### config.mk
export PLATFORM = sky130hd
export DESIGN_NAME = flash_status_id
export DESIGN_NICKNAME = d
export VERILOG_FILES = /design/src/verilog/flash_cmd_pkg.sv /design/src/verilog/flash_status_id.sv /design/src/verilog/spi_pin_sync.sv
export VERILOG_INCLUDE_DIRS = /design/src /design/src/verilog
export SDC_FILE = /design/constraint.sdc
export NUM_CORES = 1
export LEC_CHECK = 0
export BUFFER_PORTS_ARGS = -buffer_cell sky130_fd_sc_hd__buf_2
export CAP_MARGIN = 10
export CORE_MARGIN = 2
export CORE_UTILIZATION = 50
export DETAILED_ROUTE_END_ITERATION = 6
export PLACE_DENSITY = 0.68
export SLEW_MARGIN = 20
export SYNTH_ARGS = -nofsm -noshare
export SYNTH_HDL_FRONTEND = slang
export SYNTH_SLANG_ARGS = --single-unit
### constraint.sdc
create_clock -name clock -period 4.7 [get_ports clock]
set_input_delay 0.47 -clock clock [delete_from_list [all_inputs] [get_ports clock]]
set_output_delay 0.47 -clock clock [all_outputs]
set_load 0.02 [all_outputs]
### src/verilog/flash_cmd_defs.svh
`ifndef FLASH_CMD_DEFS_SVH
`define FLASH_CMD_DEFS_SVH

// opcodes
`define OP_WRITE_STATUS  8'h01
`define OP_WRITE_DISABLE 8'h04
`define OP_WRITE_ENABLE  8'h06
`define OP_VOL_ENABLE    8'h50
`define OP_READ_ID       8'h9F
`define OP_LEGACY_ID     8'h90
`define OP_RESUME_ID     8'hAB

// byte counts, opcode included
`define ID_LEAD_BYTES    3'h4
`define WR_ONE_BYTE      3'h2
`define WR_TWO_BYTES     3'h3

// field positions
`define LOW_PROT_LO_BIT  7
`define HIGH_QE_BIT      1
`define HIGH_PROT_HI_BIT 0

// write masks and reset values
`define LOW_WR_MASK      8'hFC
`define HIGH_WR_MASK     8'h7B
`define NV_LOW_RST       8'h00
`define NV_HIGH_RST      8'h00

`endif

### src/verilog/flash_cmd_pkg.sv
`default_nettype none
package flash_cmd_pkg;
   typedef logic [7:0] byte_t;
   // frame progress, gray coded along idle -> opcode -> body
   typedef enum logic [1:0] {
      PH_IDLE   = 2'b00,
      PH_OPCODE = 2'b01,
      PH_BODY   = 2'b11
   } frame_phase_t;
endpackage
`default_nettype wire

### src/verilog/flash_status_id.sv
`default_nettype none
`include "flash_cmd_defs.svh"
module flash_status_id
   import flash_cmd_pkg::*;
#(
   parameter byte_t      MFR_CODE     = 8'hA5,  // arbitrary value
   parameter logic [2:0] FAMILY_CODE  = 3'h2,   // arbitrary value
   parameter logic [4:0] DENSITY_CODE = 5'h0C,  // arbitrary value
   parameter logic [2:0] SUB_CODE     = 3'h1,   // arbitrary value
   parameter logic [4:0] VERSION_CODE = 5'h03,  // arbitrary value
   parameter byte_t      LEGACY_CODE  = 8'h3C   // arbitrary value
) (
   // clock and reset
   input  wire logic clock,
   input  wire logic arst_n,
   // serial link pins
   input  wire logic cs_n,
   input  wire logic sck,
   input  wire logic si,
   input  wire logic wp_n,
   output logic      so_out,
   output logic      so_oe,
   // status view
   output byte_t     status_low,
   output byte_t     status_high,
   output logic      quad_io_mode
);
   ////////////////////////////////////////////////////////////////////////////
   // elaboration check: all ones would look like an undriven bus
   if (MFR_CODE == 8'hFF) begin : g_bad_mfr
      $error("maker code must not be all ones");
   end

   logic         cs_n_s, si_s, wp_n_s, sck_rise, sck_fall, cs_rise;
   logic [2:0]   bit_cnt_reg;
   logic [2:0]   byte_cnt_reg;
   logic         par_reg;
   byte_t        shift_reg, opcode_reg, data1_reg, data2_reg;
   frame_phase_t phase_reg;
   byte_t        nv_low_reg, nv_high_reg, vol_low_reg, vol_high_reg;
   logic         wel_reg, vol_en_reg, load_reg;
   logic         wr_end, wr_complete, wr_ok;
   logic [1:0]   id_now;

   spi_pin_sync u_sync (
      .clock    (clock),
      .arst_n   (arst_n),
      .cs_n_pin (cs_n),
      .sck_pin  (sck),
      .si_pin   (si),
      .wp_n_pin (wp_n),
      .cs_n_s   (cs_n_s),
      .si_s     (si_s),
      .wp_n_s   (wp_n_s),
      .sck_rise (sck_rise),
      .sck_fall (sck_fall),
      .cs_rise  (cs_rise)
   );

   // refused when protect pair locks the register
   function automatic logic locked(input logic hi, input logic lo, input logic wp);
      locked = (hi | lo) & ~(~hi & lo & wp);
   endfunction

   // id bit for the current position, with its valid flag; valid only during an id phase
   function automatic logic [1:0] id_bit(input byte_t op, input logic [2:0] bc,
                                         input logic par, input logic [2:0] bi);
      byte_t b;
      logic  v;
      b = 8'h00;
      v = 1'b0;
      case (op)
         `OP_READ_ID: begin
            v = (bc != 3'h0);
            case (bc)
               3'h1:    b = MFR_CODE;
               3'h2:    b = {FAMILY_CODE, DENSITY_CODE};
               3'h3:    b = {SUB_CODE, VERSION_CODE};
               default: b = 8'h00;
            endcase
         end
         `OP_LEGACY_ID: begin
            v = (bc >= `ID_LEAD_BYTES);
            b = par ? LEGACY_CODE : MFR_CODE;
         end
         `OP_RESUME_ID: begin
            v = (bc >= `ID_LEAD_BYTES);
            b = LEGACY_CODE;
         end
         default: begin
            v = 1'b0;
            b = 8'h00;
         end
      endcase
      id_bit = {v, b[~bi]};  // msb first
   endfunction

   ////////////////////////////////////////////////////////////////////////////
   // shift-in on rising serial clock; counters cleared while deselected
   always_ff @(posedge clock or negedge arst_n) begin
      if (!arst_n) begin
         bit_cnt_reg  <= 3'h0;
         byte_cnt_reg <= 3'h0;
         par_reg      <= 1'b0;
         shift_reg    <= 8'h00;
         opcode_reg   <= 8'h00;
         data1_reg    <= 8'h00;
         data2_reg    <= 8'h00;
         phase_reg    <= PH_IDLE;
      end else if (cs_n_s) begin
         bit_cnt_reg  <= 3'h0;
         byte_cnt_reg <= 3'h0;
         par_reg      <= 1'b0;
         phase_reg    <= PH_IDLE;
      end else if (sck_rise) begin
         shift_reg   <= {shift_reg[6:0], si_s};
         bit_cnt_reg <= bit_cnt_reg + 3'h1;
         if (phase_reg == PH_IDLE) begin
            phase_reg <= PH_OPCODE;
         end
         if (bit_cnt_reg == 3'h7) begin
            par_reg <= ~par_reg;
            // saturate at 7; the legacy readout only needs to know it is past the 4-byte lead-in
            if (byte_cnt_reg != 3'h7) begin
               byte_cnt_reg <= byte_cnt_reg + 3'h1;
            end
            case (byte_cnt_reg)
               3'h0: begin
                  opcode_reg <= {shift_reg[6:0], si_s};
                  phase_reg  <= PH_BODY;
               end
               3'h1:    data1_reg <= {shift_reg[6:0], si_s};
               3'h2:    data2_reg <= {shift_reg[6:0], si_s};
               default: data2_reg <= data2_reg;
            endcase
         end
      end
   end

   // frame-end decode of a status write
   assign wr_end      = cs_rise && (byte_cnt_reg != 3'h0) && (opcode_reg == `OP_WRITE_STATUS);
   assign wr_complete = (bit_cnt_reg == 3'h0) && (byte_cnt_reg >= `WR_ONE_BYTE);
   assign wr_ok       = wr_end && wr_complete && (wel_reg || vol_en_reg)
                        && !locked(vol_high_reg[`HIGH_PROT_HI_BIT], vol_low_reg[`LOW_PROT_LO_BIT], wp_n_s);

   ////////////////////////////////////////////////////////////////////////////
   // write enable latch and one-shot volatile enable
   always_ff @(posedge clock or negedge arst_n) begin
      if (!arst_n) begin
         wel_reg    <= 1'b0;
         vol_en_reg <= 1'b0;
      end else if (cs_rise && byte_cnt_reg != 3'h0) begin
         if (wr_end) begin
            wel_reg <= 1'b0;  // success or abort alike
         end else if (bit_cnt_reg == 3'h0 && opcode_reg == `OP_WRITE_ENABLE) begin
            wel_reg <= 1'b1;
         end else if (bit_cnt_reg == 3'h0 && opcode_reg == `OP_WRITE_DISABLE) begin
            wel_reg <= 1'b0;
         end
         // armed by its own opcode, spent by the next command
         vol_en_reg <= (opcode_reg == `OP_VOL_ENABLE) && (bit_cnt_reg == 3'h0);
      end
   end

   // one-cycle load flag after reset release
   always_ff @(posedge clock or negedge arst_n) begin
      if (!arst_n) begin
         load_reg <= 1'b1;
      end else begin
         load_reg <= 1'b0;
      end
   end

   // status storage; only writable bits are touched
   always_ff @(posedge clock or negedge arst_n) begin
      if (!arst_n) begin
         nv_low_reg   <= `NV_LOW_RST;
         nv_high_reg  <= `NV_HIGH_RST;
         vol_low_reg  <= 8'h00;
         vol_high_reg <= 8'h00;
      end else if (load_reg) begin
         vol_low_reg  <= nv_low_reg;
         vol_high_reg <= nv_high_reg;
      end else if (wr_ok) begin
         vol_low_reg <= (vol_low_reg & ~`LOW_WR_MASK) | (data1_reg & `LOW_WR_MASK);
         if (byte_cnt_reg >= `WR_TWO_BYTES) begin
            vol_high_reg <= (vol_high_reg & ~`HIGH_WR_MASK) | (data2_reg & `HIGH_WR_MASK);
         end
         // a volatile-only write leaves the stored image alone
         if (!vol_en_reg) begin
            nv_low_reg <= (nv_low_reg & ~`LOW_WR_MASK) | (data1_reg & `LOW_WR_MASK);
            if (byte_cnt_reg >= `WR_TWO_BYTES) begin
               nv_high_reg <= (nv_high_reg & ~`HIGH_WR_MASK) | (data2_reg & `HIGH_WR_MASK);
            end
         end
      end
   end

   ////////////////////////////////////////////////////////////////////////////
   // {drive, bit} for the position the next falling edge presents
   assign id_now = id_bit(opcode_reg, byte_cnt_reg, par_reg, bit_cnt_reg);

   // serial output changes on falling serial clock
   always_ff @(posedge clock or negedge arst_n) begin
      if (!arst_n) begin
         so_out <= 1'b0;
         so_oe  <= 1'b0;
      end else if (cs_n_s) begin
         so_out <= 1'b0;
         so_oe  <= 1'b0;
      end else if (sck_fall) begin
         so_oe  <= id_now[1];
         so_out <= id_now[0];
      end
   end

   // status view; busy stays clear as no self-timed work lives here
   always_ff @(posedge clock or negedge arst_n) begin
      if (!arst_n) begin
         status_low   <= 8'h00;
         status_high  <= 8'h00;
         quad_io_mode <= 1'b0;
      end else begin
         status_low   <= {vol_low_reg[7:2], wel_reg, 1'b0};
         status_high  <= vol_high_reg & `HIGH_WR_MASK;
         quad_io_mode <= vol_high_reg[`HIGH_QE_BIT];
      end
   end
endmodule
`default_nettype wire

### src/verilog/spi_pin_sync.sv
`default_nettype none
module spi_pin_sync (
   // clock and reset
   input  wire logic clock,
   input  wire logic arst_n,
   // raw pins
   input  wire logic cs_n_pin,
   input  wire logic sck_pin,
   input  wire logic si_pin,
   input  wire logic wp_n_pin,
   // synchronised levels and events
   output logic      cs_n_s,
   output logic      si_s,
   output logic      wp_n_s,
   output logic      sck_rise,
   output logic      sck_fall,
   output logic      cs_rise
);
   logic [3:0] meta_reg;
   logic [3:0] sync_reg;
   logic       sck_prev_reg;
   logic       cs_prev_reg;

   // two flops per pin; only the second stage is looked at
   always_ff @(posedge clock or negedge arst_n) begin
      if (!arst_n) begin
         meta_reg <= 4'h9;
         sync_reg <= 4'h9;
      end else begin
         meta_reg <= {cs_n_pin, sck_pin, si_pin, wp_n_pin};
         sync_reg <= meta_reg;
      end
   end

   // previous values for edge detection
   always_ff @(posedge clock or negedge arst_n) begin
      if (!arst_n) begin
         sck_prev_reg <= 1'b0;
         cs_prev_reg  <= 1'b1;
      end else begin
         sck_prev_reg <= sync_reg[2];
         cs_prev_reg  <= sync_reg[3];
      end
   end

   assign cs_n_s   = sync_reg[3];
   assign si_s     = sync_reg[1];
   assign wp_n_s   = sync_reg[0];
   assign sck_rise = sync_reg[2] & ~sck_prev_reg;
   assign sck_fall = ~sync_reg[2] & sck_prev_reg;
   assign cs_rise  = sync_reg[3] & ~cs_prev_reg;
endmodule
`default_nettype wire
==> impl_metrics.py, run 1 <==
metrics = {
    "drt": {
        "vias": 2109,
        "routedWlPerCell_um": 15.5,
        "drt_iter0_markers": 149,
        "drc_errors": 0,
        "antenna_left": 0,
        "routed_wl_um": 6100,
        "viasPerCell": 5.35,
        "dr.pass1.iters": 4,
    },
    "cells_and_area": {
        "layout-drive-gt1-share_pct": 33.6,
        "final_nets": 305,
        "area_growth_pct": 10.7,
        "diodes": 0,
        "layout_common_cells": "dfrtp_1, mux2_2, buf_2, nor2_1, nand2_1",
        "stdcell_count": 394,
        "layout_commonest_cell": "dfrtp_1",
        "largest_reg_flops": 8,
    },
    "cts": {
        "cts_tree": "done",
        "clock_path_buffers": 2,
        "cts.repair.resized": 0,
        "cts_root_buffer": "clkbuf_8",
        "clkTransAtPathRegs_ns": 0.09,
        "postCtsSetupBuffers": 0,
        "cts.sinks": 86,
        "cts_buffers": 9,
        "insertion_delay_ns": 0.36,
        "ctsHoldBuffers": 0,
        "h-tree-depth": 3,
    },
    "placed_design": {
        "detailed_place_hpwl_um": 4020,
        "portBuffers": 21,
        "place_inst": 378,
        "routabilityCongestion": 0.883,
    },
    "sta": {
        "hold_viol_final": 0,
        "final-max-slew-violation-count": 0,
        "worst_pin_slew_ns": 0.734,
        "timing.fmax_mhz": 342,
        "min_period_ns": 2.92,
        "rsz0062_at_grt": "no",
        "setup_viol_count_final": 0,
        "fin_skew_ns": 0.00889,
        "fin_setup_tns_ns": 0,
        "timing.slew.headroom_pct": 50.4,
        "finalCritPeriodShare_pct": 62.2,
    },
    "floorplan": {
        "core_mm2": 0.00714,
        "fp-row-count": 31,
        "dieWidth_um": 89.4,
        "pin_count": 25,
        "die_y_um": 89.4,
        "initial_core_util_pct": 51.0,
        "dieArea_mm2": 0.00798,
    },
    "setup_path": {
        "startpoint_type": "flop",
        "cp-end-kind": "flop",
        "worstPathCellList": "inv_1, ha_1, or2b_1, nand4_2, nand4b_1, o21bai_1, mux2_2",
        "crit_fanout": 9,
        "crit_slowest_cell": "o21bai_1",
        "crit_buf_inv": 1,
        "cp_top_family": "simple AND/OR/NAND/NOR gates",
        "slowest_delay_ns": 0.77,
        "required_ns": 4.95,
        "arrival_ns": 3.17,
        "critPathKind": "reg2reg",
    },
    "hold_path": {
        "hold_path.class": "in2async",
    },
    "yosys": {
        "async_flop_share_pct": 100,
        "synth-seq-area-share_pct": 59.3,
        "synthCells": 267,
        "ys_ff_latch": 86,
        "synth-edff-count": 0,
        "syn_avg_cell_area_um2": 13.6,
        "yosys_warnings": 0,
        "ys_types": 48,
        "ys.flop_type": "dfrtp_1",
        "syn_area_mm2": 0.00364,
    },
    "global_routing": {
        "grt_pass1_wl_um": 10200,
        "grt_overflow": 0,
        "grt_max_degree": 87,
        "antenna_found_initial": 0,
        "grt_util_all_layers_pct": 17.4,
        "grt_pass1_vias": 2051,
    },
    "run": {
        "cap_violations": 0,
    },
    "power": {
        "p_leak_uw": 0.00201,
        "vdd_drop_max_v": 0.000176,
        "power_density_mw_per_mm2": 360,
    },
    "outcome": {
        "outcome": "complete, no violations",
    },
}
==> synthesized netlist by cell type (all sizes together), types with 2 or more instances <==
library cell  count  area (µm²)
buf               7        63.8
mux2             51         597
a21oi             4        20.0
a211oi            2        15.0
nand4             6        43.8
mux2i             9        90.1
or2b              2        15.0
nand2            10        37.5
dfstp             6         158
nor2b             5        31.3
nand3b            3        22.5
or4               3        26.3
inv               7        26.3
ha                9         113
nor2             20        80.1
xnor2             2        17.5
o21ai             7        35.0
o311ai            2        17.5
nand3             3        15.0
a2bb2oi           2        17.5
dfrtp            80        2000
clkbuf            5        18.8
o221ai            2        17.5
==> stage by stage <==
step                      hold WS (ns)  utilization, %  power, µW  setup slack, ns  area (µm²)
final                            0.156            56.5       1450             1.78        4030
after global routing             0.187            56.5       1510             1.44        4030
after CTS                        0.185            56.5       1470             1.70        4030
after detailed placement         0.335            53.3        887             1.73        3800
after global placement           0.335            53.3        887             1.83        3800
after floorplan                  0.174               -        851             2.38        3650
==> layer usage <==
metal	vias up	GRT usage [%]	wire length, µm
met5	-	0	0
met4	0	9.50	133
met3	11	3.32	230
met2	47	26.5	2940
met1	1058	23.6	2800
li1	993	-	-
==> logic make-up after synthesis <==
family	Yosys count	synth area share, %
compound gates	27	5.19
xor+xnor	3	0.722
fa+ha+maj	9	3.09
buf+inv	19	2.99
flops	86	59.3
mux	60	18.9
other cells	1	0.103
simple gates	62	9.76
==> cell type report <==
class	count	area, µm²
repair buffers	21	111
clock buffers	9	124
clock inverters	7	103
fillers	603	3100
flip-flops and latches	86	2160
well taps	99	124
multi-input cells	165	1390
inverters	7	26.3
==> power breakdown <==
group	total [µW]	internal [µW]	switching, µW
logic	59.8	29.1	30.8
clock network	579	306	274
registers	810	773	37.9
==> worst paths after layout <==
check | from | to | slack [ns] | depth (start not counted)
setup / recovery | byte_cnt_reg[1] | vol_high_reg[5] | 1.78 | 7
hold / removal | arst_n | vol_low_reg[6] | 0.16 | 1
setup reg to reg | byte_cnt_reg[1] | vol_high_reg[5] | 1.78 | 7
hold reg to reg | u_sync.meta_reg[2] | u_sync.sync_reg[2] | 0.35 | 0
max in group asynchronous | arst_n | u_sync.meta_reg[2] | 4.06 | 1
min in group clock | wp_n | u_sync.meta_reg[0] | 0.21 | 1
Note: power is estimated with default switching activity, not from simulation.
==> inputs of run 2 (changes only) <==
--- a/config.mk
+++ b/config.mk
@@ -6,12 +6,13 @@
 export SDC_FILE = /design/constraint.sdc
 export NUM_CORES = 1
 export LEC_CHECK = 0
+export ABC_AREA = 1
 export BUFFER_PORTS_ARGS = -buffer_cell sky130_fd_sc_hd__buf_2
 export CAP_MARGIN = 10
 export CORE_MARGIN = 2
 export CORE_UTILIZATION = 50
 export DETAILED_ROUTE_END_ITERATION = 6
-export PLACE_DENSITY = 0.68
+export PLACE_DENSITY = 0.7
 export SLEW_MARGIN = 20
 export SYNTH_ARGS = -nofsm -noshare
 export SYNTH_HDL_FRONTEND = slang
==> constraint.sdc (replaced) <==
create_clock -name clock -period 2.5 [get_ports clock]
set_input_delay 0.25 -clock clock [delete_from_list [all_inputs] [get_ports clock]]
set_output_delay 0.25 -clock clock [all_outputs]
set_load 0.02 [all_outputs]
==> run 2 against run 1 <==
Clock power rose by 50%. Sequential share of layout area is 1.5 points lower. Combinational power rose to 3.1 times the previous value. Critical endpoint unchanged. Largest cell class unchanged.
==> impl_metrics.py, run 2 <==
metrics = {
    "hold_path": {
        "min_to": "u_sync.sync_reg[1]",
        "hold_path.class": "reg2reg",
        "min_from": "u_sync.meta_reg[1]",
        "hold_depth": 0,
    },
    "placed_design": {
        "detailed_place_hpwl_um": 4970,
        "portBuffers": 21,
        "routabilityCongestion": 0.882,
        "place_ws_ns": 0.416,
    },
    "drt": {
        "vias": 2756,
        "routedWlPerCell_um": 13.0,
        "routed_wl_um": 7120,
        "antenna_left": 0,
        "viasPerCell": 5.03,
        "drc_errors": 0,
        "dr.pass1.iters": 4,
        "drt_iter0_markers": 201,
    },
    "power": {
        "p_leak_uw": 0.00206,
        "vdd_drop_max_v": 0.000423,
        "power_density_mw_per_mm2": 615,
    },
    "cells_and_area": {
        "final_nets": 459,
        "layout_commonest_cell": "nand2_1",
        "area_growth_pct": 11.1,
        "layout-drive-gt1-share_pct": 16.7,
        "diodes": 0,
        "largest_reg_flops": 8,
        "layout_common_cells": "nand2_1, dfrtp_1, nor2_1, inv_1, o21ai_1",
        "final_util_pct": 57.2,
    },
    "yosys": {
        "synth-seq-area-share_pct": 57.8,
        "synth_most_common_cell": "nand2_1",
        "ys.flop_type": "dfrtp_1",
        "yosysTopAreaCellShare_pct": 53.6,
        "async_flop_share_pct": 100,
        "yosys_warnings": 0,
        "synth.area.top_cells": "dfrtp_1, nand2_1, dfstp_2",
        "synth.top_cells.by_count": "nand2_1, dfrtp_1, nor2_1, inv_1, o21ai_1",
        "ys_types": 34,
        "synth-edff-count": 0,
        "syn_area_mm2": 0.00374,
        "yosysTopAreaCell": "dfrtp_1",
        "ys_ff_latch": 86,
        "syn_avg_cell_area_um2": 9.02,
        "synthCells": 414,
    },
    "setup_path": {
        "r2r-end": "vol_high_reg[5]",
        "cp-end-kind": "flop",
        "critPathKind": "reg2reg",
        "startpoint_type": "flop",
        "r2r_setup_slack_ns": 0.42,
        "arrival_ns": 2.34,
        "crit_fanout": 13,
        "r2r_start": "byte_cnt_reg[1]",
        "rr_worst_depth": 12,
        "required_ns": 2.75,
    },
    "sta": {
        "worst_pin_slew_ns": 0.598,
        "final-max-slew-violation-count": 0,
        "finalCritPeriodShare_pct": 83.4,
        "setup_viol_count_final": 0,
        "fin_skew_ns": 0.00524,
        "fin_setup_tns_ns": 0,
        "timing.fmax_mhz": 480,
        "worst_slack_ns": 0.416,
        "holdWs_ns": 0.353,
        "timing.slew.headroom_pct": 60.0,
        "min_period_ns": 2.08,
        "rsz0062_at_grt": "no",
        "hold_viol_final": 0,
    },
    "cts": {
        "cts_root_buffer": "clkbuf_8",
        "h-tree-depth": 3,
        "insertion_delay_ns": 0.36,
        "cts_tree": "done",
        "postCtsSetupBuffers": 0,
        "cts_buffers": 9,
        "ctsHoldBuffers": 5,
        "cts.sinks": 86,
        "clock_path_buffers": 2,
        "cts.repair.resized": 0,
        "clkTransAtPathRegs_ns": 0.08,
    },
    "run": {
        "cap_violations": 0,
    },
    "floorplan": {
        "dieWidth_um": 90.4,
        "dieArea_mm2": 0.00818,
        "die_y_um": 90.4,
        "initial_core_util_pct": 51.5,
        "pin_count": 25,
        "core_mm2": 0.00725,
        "fp-row-count": 31,
    },
    "global_routing": {
        "grt_pass1_vias": 2611,
        "grt_overflow": 0,
        "grt_max_degree": 87,
        "antenna_found_initial": 0,
        "grt_util_all_layers_pct": 19.5,
        "grt_pass1_wl_um": 12700,
    },
    "outcome": {
        "outcome": "complete, no violations",
    },
}
[run 2: changes by cell type in the layout (fill, tap and decap cells not counted), sizes merged, moves of 4 or more]
cell and delta:
a21oi +10, clkinv +6, dlygate4sd3 +5, inv +35, mux2 -51, mux2i -9, nand2 +115, nand3 +12
nand4 +4, nor2 +22, nor2b -5, o21ai +37
[run 2: layer usage]
| metal | track usage [%] | vias to the layer above | part of all wire, % |
|---|---|---|---|
| li1 | - | 1379 | - |
| met5 | 0 | - | 0 |
| met3 | 4.84 | 15 | 4.4 |
| met4 | 8.21 | 0 | 2.0 |
| met2 | 31.0 | 77 | 48 |
| met1 | 25.6 | 1285 | 46 |
[run 2: report_power, final]
group	internal, µW	total, µW	switching [µW]
combinational	54.3	188	134
sequential	1440	1490	50.1
clock	366	867	501
total	1860	2550	686
[run 2: final cells by class]
class | count | area, µm²
clock buffer | 9 | 124
timing repair buffer | 28 | 185
multi-input combinational | 274 | 1330
inverter | 45 | 174
tap | 99 | 124
sequential | 86 | 2160
fill | 644 | 3100
clock inverter | 7 | 48.8
[run 2: cells by family (layout without fill, tap and decap cells)]
group	Yosys count	in the layout	share of synthesized area (%)
buf+inv	57	89	6.80
compound gates	64	64	9.81
simple gates	197	197	22.5
flops	86	86	57.8
fa+ha+maj	9	9	3.01
other cells	1	4	0.100
[run 2: worst max-delay path, cell delays in order (launching register included)]
cell and delay, ns:
dfrtp_1 0.42, inv_1 0.12, ha_1 0.19, inv_1 0.05
nor2_1 0.04, inv_2 0.10, nand2_2 0.09, nor3_2 0.21
nand2_2 0.13, nand2_2 0.24, o21ai_1 0.22, nand2_1 0.11
nand2_1 0.05
[run 2: worst max path at each step]
stage                               start         endpoint  slack, ns  cells past startpoint
after floorplan           byte_cnt_reg[1]    nv_low_reg[4]       0.77                     13
after global placement    byte_cnt_reg[1]  vol_high_reg[3]       0.54                     12
after detailed placement  byte_cnt_reg[1]  vol_high_reg[5]       0.42                     12
after CTS                 byte_cnt_reg[1]  vol_high_reg[5]       0.40                     12
after global routing      byte_cnt_reg[1]  vol_high_reg[0]       0.16                     12
final                     byte_cnt_reg[1]  vol_high_reg[5]       0.42                     12
[run 2: metrics by stage]
step | cell area (µm²) | total power [µW] | std cells
floorplan | 3750 | 1620 | 417
global placement | 3930 | 1700 | 527
detailed placement | 3930 | 1710 | 527
CTS | 4150 | 2580 | 548
global route | 4150 | 2680 | 548
finish | 4150 | 2550 | 548
==> inputs of run 3 (changes only) <==
--- a/config.mk
+++ b/config.mk
@@ -12,7 +12,7 @@
 export CORE_MARGIN = 2
 export CORE_UTILIZATION = 50
 export DETAILED_ROUTE_END_ITERATION = 6
-export PLACE_DENSITY = 0.7
+export PLACE_DENSITY = 0.68
 export SLEW_MARGIN = 20
 export SYNTH_ARGS = -nofsm -noshare
 export SYNTH_HDL_FRONTEND = slang
==> constraint.sdc (replaced) <==
create_clock -name clock -period 2 [get_ports clock]
set_input_delay 0.2 -clock clock [delete_from_list [all_inputs] [get_ports clock]]
set_output_delay 0.2 -clock clock [all_outputs]
set_load 0.02 [all_outputs]
==> run 3 against run 2 <==
Clock power rose by 34%. Via count fell by 1.2%. Final cell count is 0.91% higher. Sequential cell count unchanged. Non-clock buffer count grew 5. Routed wire length up 0.39%. Total power grew 28%. Final area rose by 1.9%. Count of clock-buffer cells in the layout is the same. Die area unchanged. Core utilization rose by 1.1 points. Critical path depth stayed put. Critical path type unchanged. Largest power group unchanged.
==> impl_metrics.py, run 3 (same netlist as run 2, synthesis figures left out) <==
metrics = {
    "drt": {
        "drt_iter0_markers": 148,
        "vias": 2722,
        "viasPerCell": 4.92,
        "drc_errors": 0,
        "dr.pass1.iters": 4,
        "routedWlPerCell_um": 12.9,
        "antenna_left": 0,
        "routed_wl_um": 7150,
    },
    "cts": {
        "cts_root_buffer": "clkbuf_8",
        "cts_buffers": 9,
        "postCtsSetupBuffers": 0,
        "cts.sinks": 86,
        "insertion_delay_ns": 0.36,
        "h-tree-depth": 3,
        "clock_path_buffers": 2,
        "clkTransAtPathRegs_ns": 0.10,
        "cts_tree": "done",
    },
    "run": {
        "cap_violations": 0,
    },
    "hold_path": {
        "hold_path.class": "in2async",
    },
    "sta": {
        "timing.slew.headroom_pct": 53.9,
        "min_period_ns": 1.86,
        "fin_setup_tns_ns": 0,
        "holdWs_ns": 0.353,
        "final-max-slew-violation-count": 0,
        "worst_pin_slew_ns": 0.688,
        "timing.fmax_mhz": 538,
        "setup_viol_count_final": 0,
        "rsz0062_at_grt": "yes",
        "finalCritPeriodShare_pct": 92.9,
        "fin_skew_ns": 0.0150,
        "hold_viol_final": 0,
        "worst_slack_ns": 0.142,
    },
    "floorplan": {
        "dieArea_mm2": 0.00818,
        "pin_count": 25,
        "dieWidth_um": 90.4,
        "core_mm2": 0.00725,
        "initial_core_util_pct": 51.5,
        "die_y_um": 90.4,
        "fp-row-count": 31,
    },
    "cells_and_area": {
        "seqCellArea_mm2": 0.00216,
        "diodes": 0,
        "layout_commonest_cell": "nand2_1",
        "final_nets": 464,
        "multi_input_area_mm2": 0.00136,
        "area_growth_pct": 13.2,
        "layout-drive-gt1-share_pct": 18.1,
        "layout_common_cells": "nand2_1, dfrtp_1, nor2_1, inv_1",
        "largest_reg_flops": 8,
        "final_cell_area_mm2": 0.00423,
        "fill_cells": 645,
    },
    "placed_design": {
        "dpl-instance-area_mm2": 0.00396,
        "routabilityCongestion": 0.916,
        "place_ws_ns": 0.0358,
        "detailed_place_hpwl_um": 5060,
        "portBuffers": 21,
    },
    "setup_path": {
        "startpoint_type": "flop",
        "arrival_ns": 2.11,
        "cp-end-kind": "flop",
        "critPathKind": "reg2reg",
        "required_ns": 2.25,
        "crit_fanout": 12,
    },
    "power": {
        "p_leak_uw": 0.00209,
        "power_density_mw_per_mm2": 774,
        "vdd_drop_max_v": 0.000442,
    },
    "global_routing": {
        "grt_overflow": 0,
        "grt_pass1_vias": 2605,
        "grt_util_all_layers_pct": 18.8,
        "antenna_found_initial": 0,
        "grt_max_degree": 41,
        "grt_pass1_wl_um": 12300,
    },
    "outcome": {
        "outcome": "complete, no violations",
    },
}
## run 3: area by class of cell
cell class	count	area share (%)
sequential	86	51.1
tap	99	2.93
clock inverter	7	1.48
inverter	45	4.11
multi-input combinational	274	32.1
timing repair buffer	33	5.36
clock buffer	9	2.93
## run 3: report_power, final
group	internal (µW)	total, µW	leakage, µW	switching (µW)
clock	477	1160	0.0000863	683
combinational	76.3	247	0.000857	170
sequential	1810	1860	0.00115	58.5
## run 3: what timing repair did
item	4_1_cts	5_1_grt
hold endpoints to repair	39	0
gates resized for setup	0	6
setup endpoints to repair	0	24
hold buffers	5	0
## run 3: path summary, 6_finish.rpt
kind                               startpoint                 end  slack [ns]  depth (start not counted)
setup / recovery              byte_cnt_reg[1]       nv_low_reg[7]        0.14                         12
hold / removal                         arst_n       status_low[3]        0.35                          2
setup reg to reg              byte_cnt_reg[1]       nv_low_reg[7]        0.14                         12
hold reg to reg            u_sync.meta_reg[1]  u_sync.sync_reg[1]        0.36                          0
max in group asynchronous              arst_n  u_sync.cs_prev_reg        1.01                          3
min in group clock         u_sync.meta_reg[1]  u_sync.sync_reg[1]        0.36                          0
## run 3: metal layers
| metal | track usage [%] | part of all wire, % | vias up |
|---|---|---|---|
| li1 | - | - | 1387 |
| met2 | 29.8 | 47 | 48 |
| met1 | 26.1 | 49 | 1282 |
| met4 | 7.31 | 0.98 | 0 |
| met5 | 0 | 0 | - |
| met3 | 3.42 | 3.1 | 5 |
## run 3: critical path: stages (launching register included)
cell      delay [ns]
dfrtp_2         0.42
inv_1           0.11
ha_1            0.19
inv_1           0.05
nor2_1          0.04
inv_2           0.10
nand2_2         0.10
nor3_4          0.20
nand2_2         0.13
clkinv_4        0.12
nand2_4         0.12
nand2_1         0.13
o21ai_2         0.06
## run 3: metrics by stage
| step | power (µW) | instances | util, % |
|---|---|---|---|
| 2_1_floorplan | 2030 | 417 | - |
| 3_3_place_gp | 2130 | 532 | 54.6 |
| 3_5_place_dp | 2140 | 532 | 54.6 |
| 4_1_cts | 3300 | 553 | 57.9 |
| 5_1_grt | 3430 | 553 | 58.3 |
| 6_report | 3270 | 553 | 58.3 |
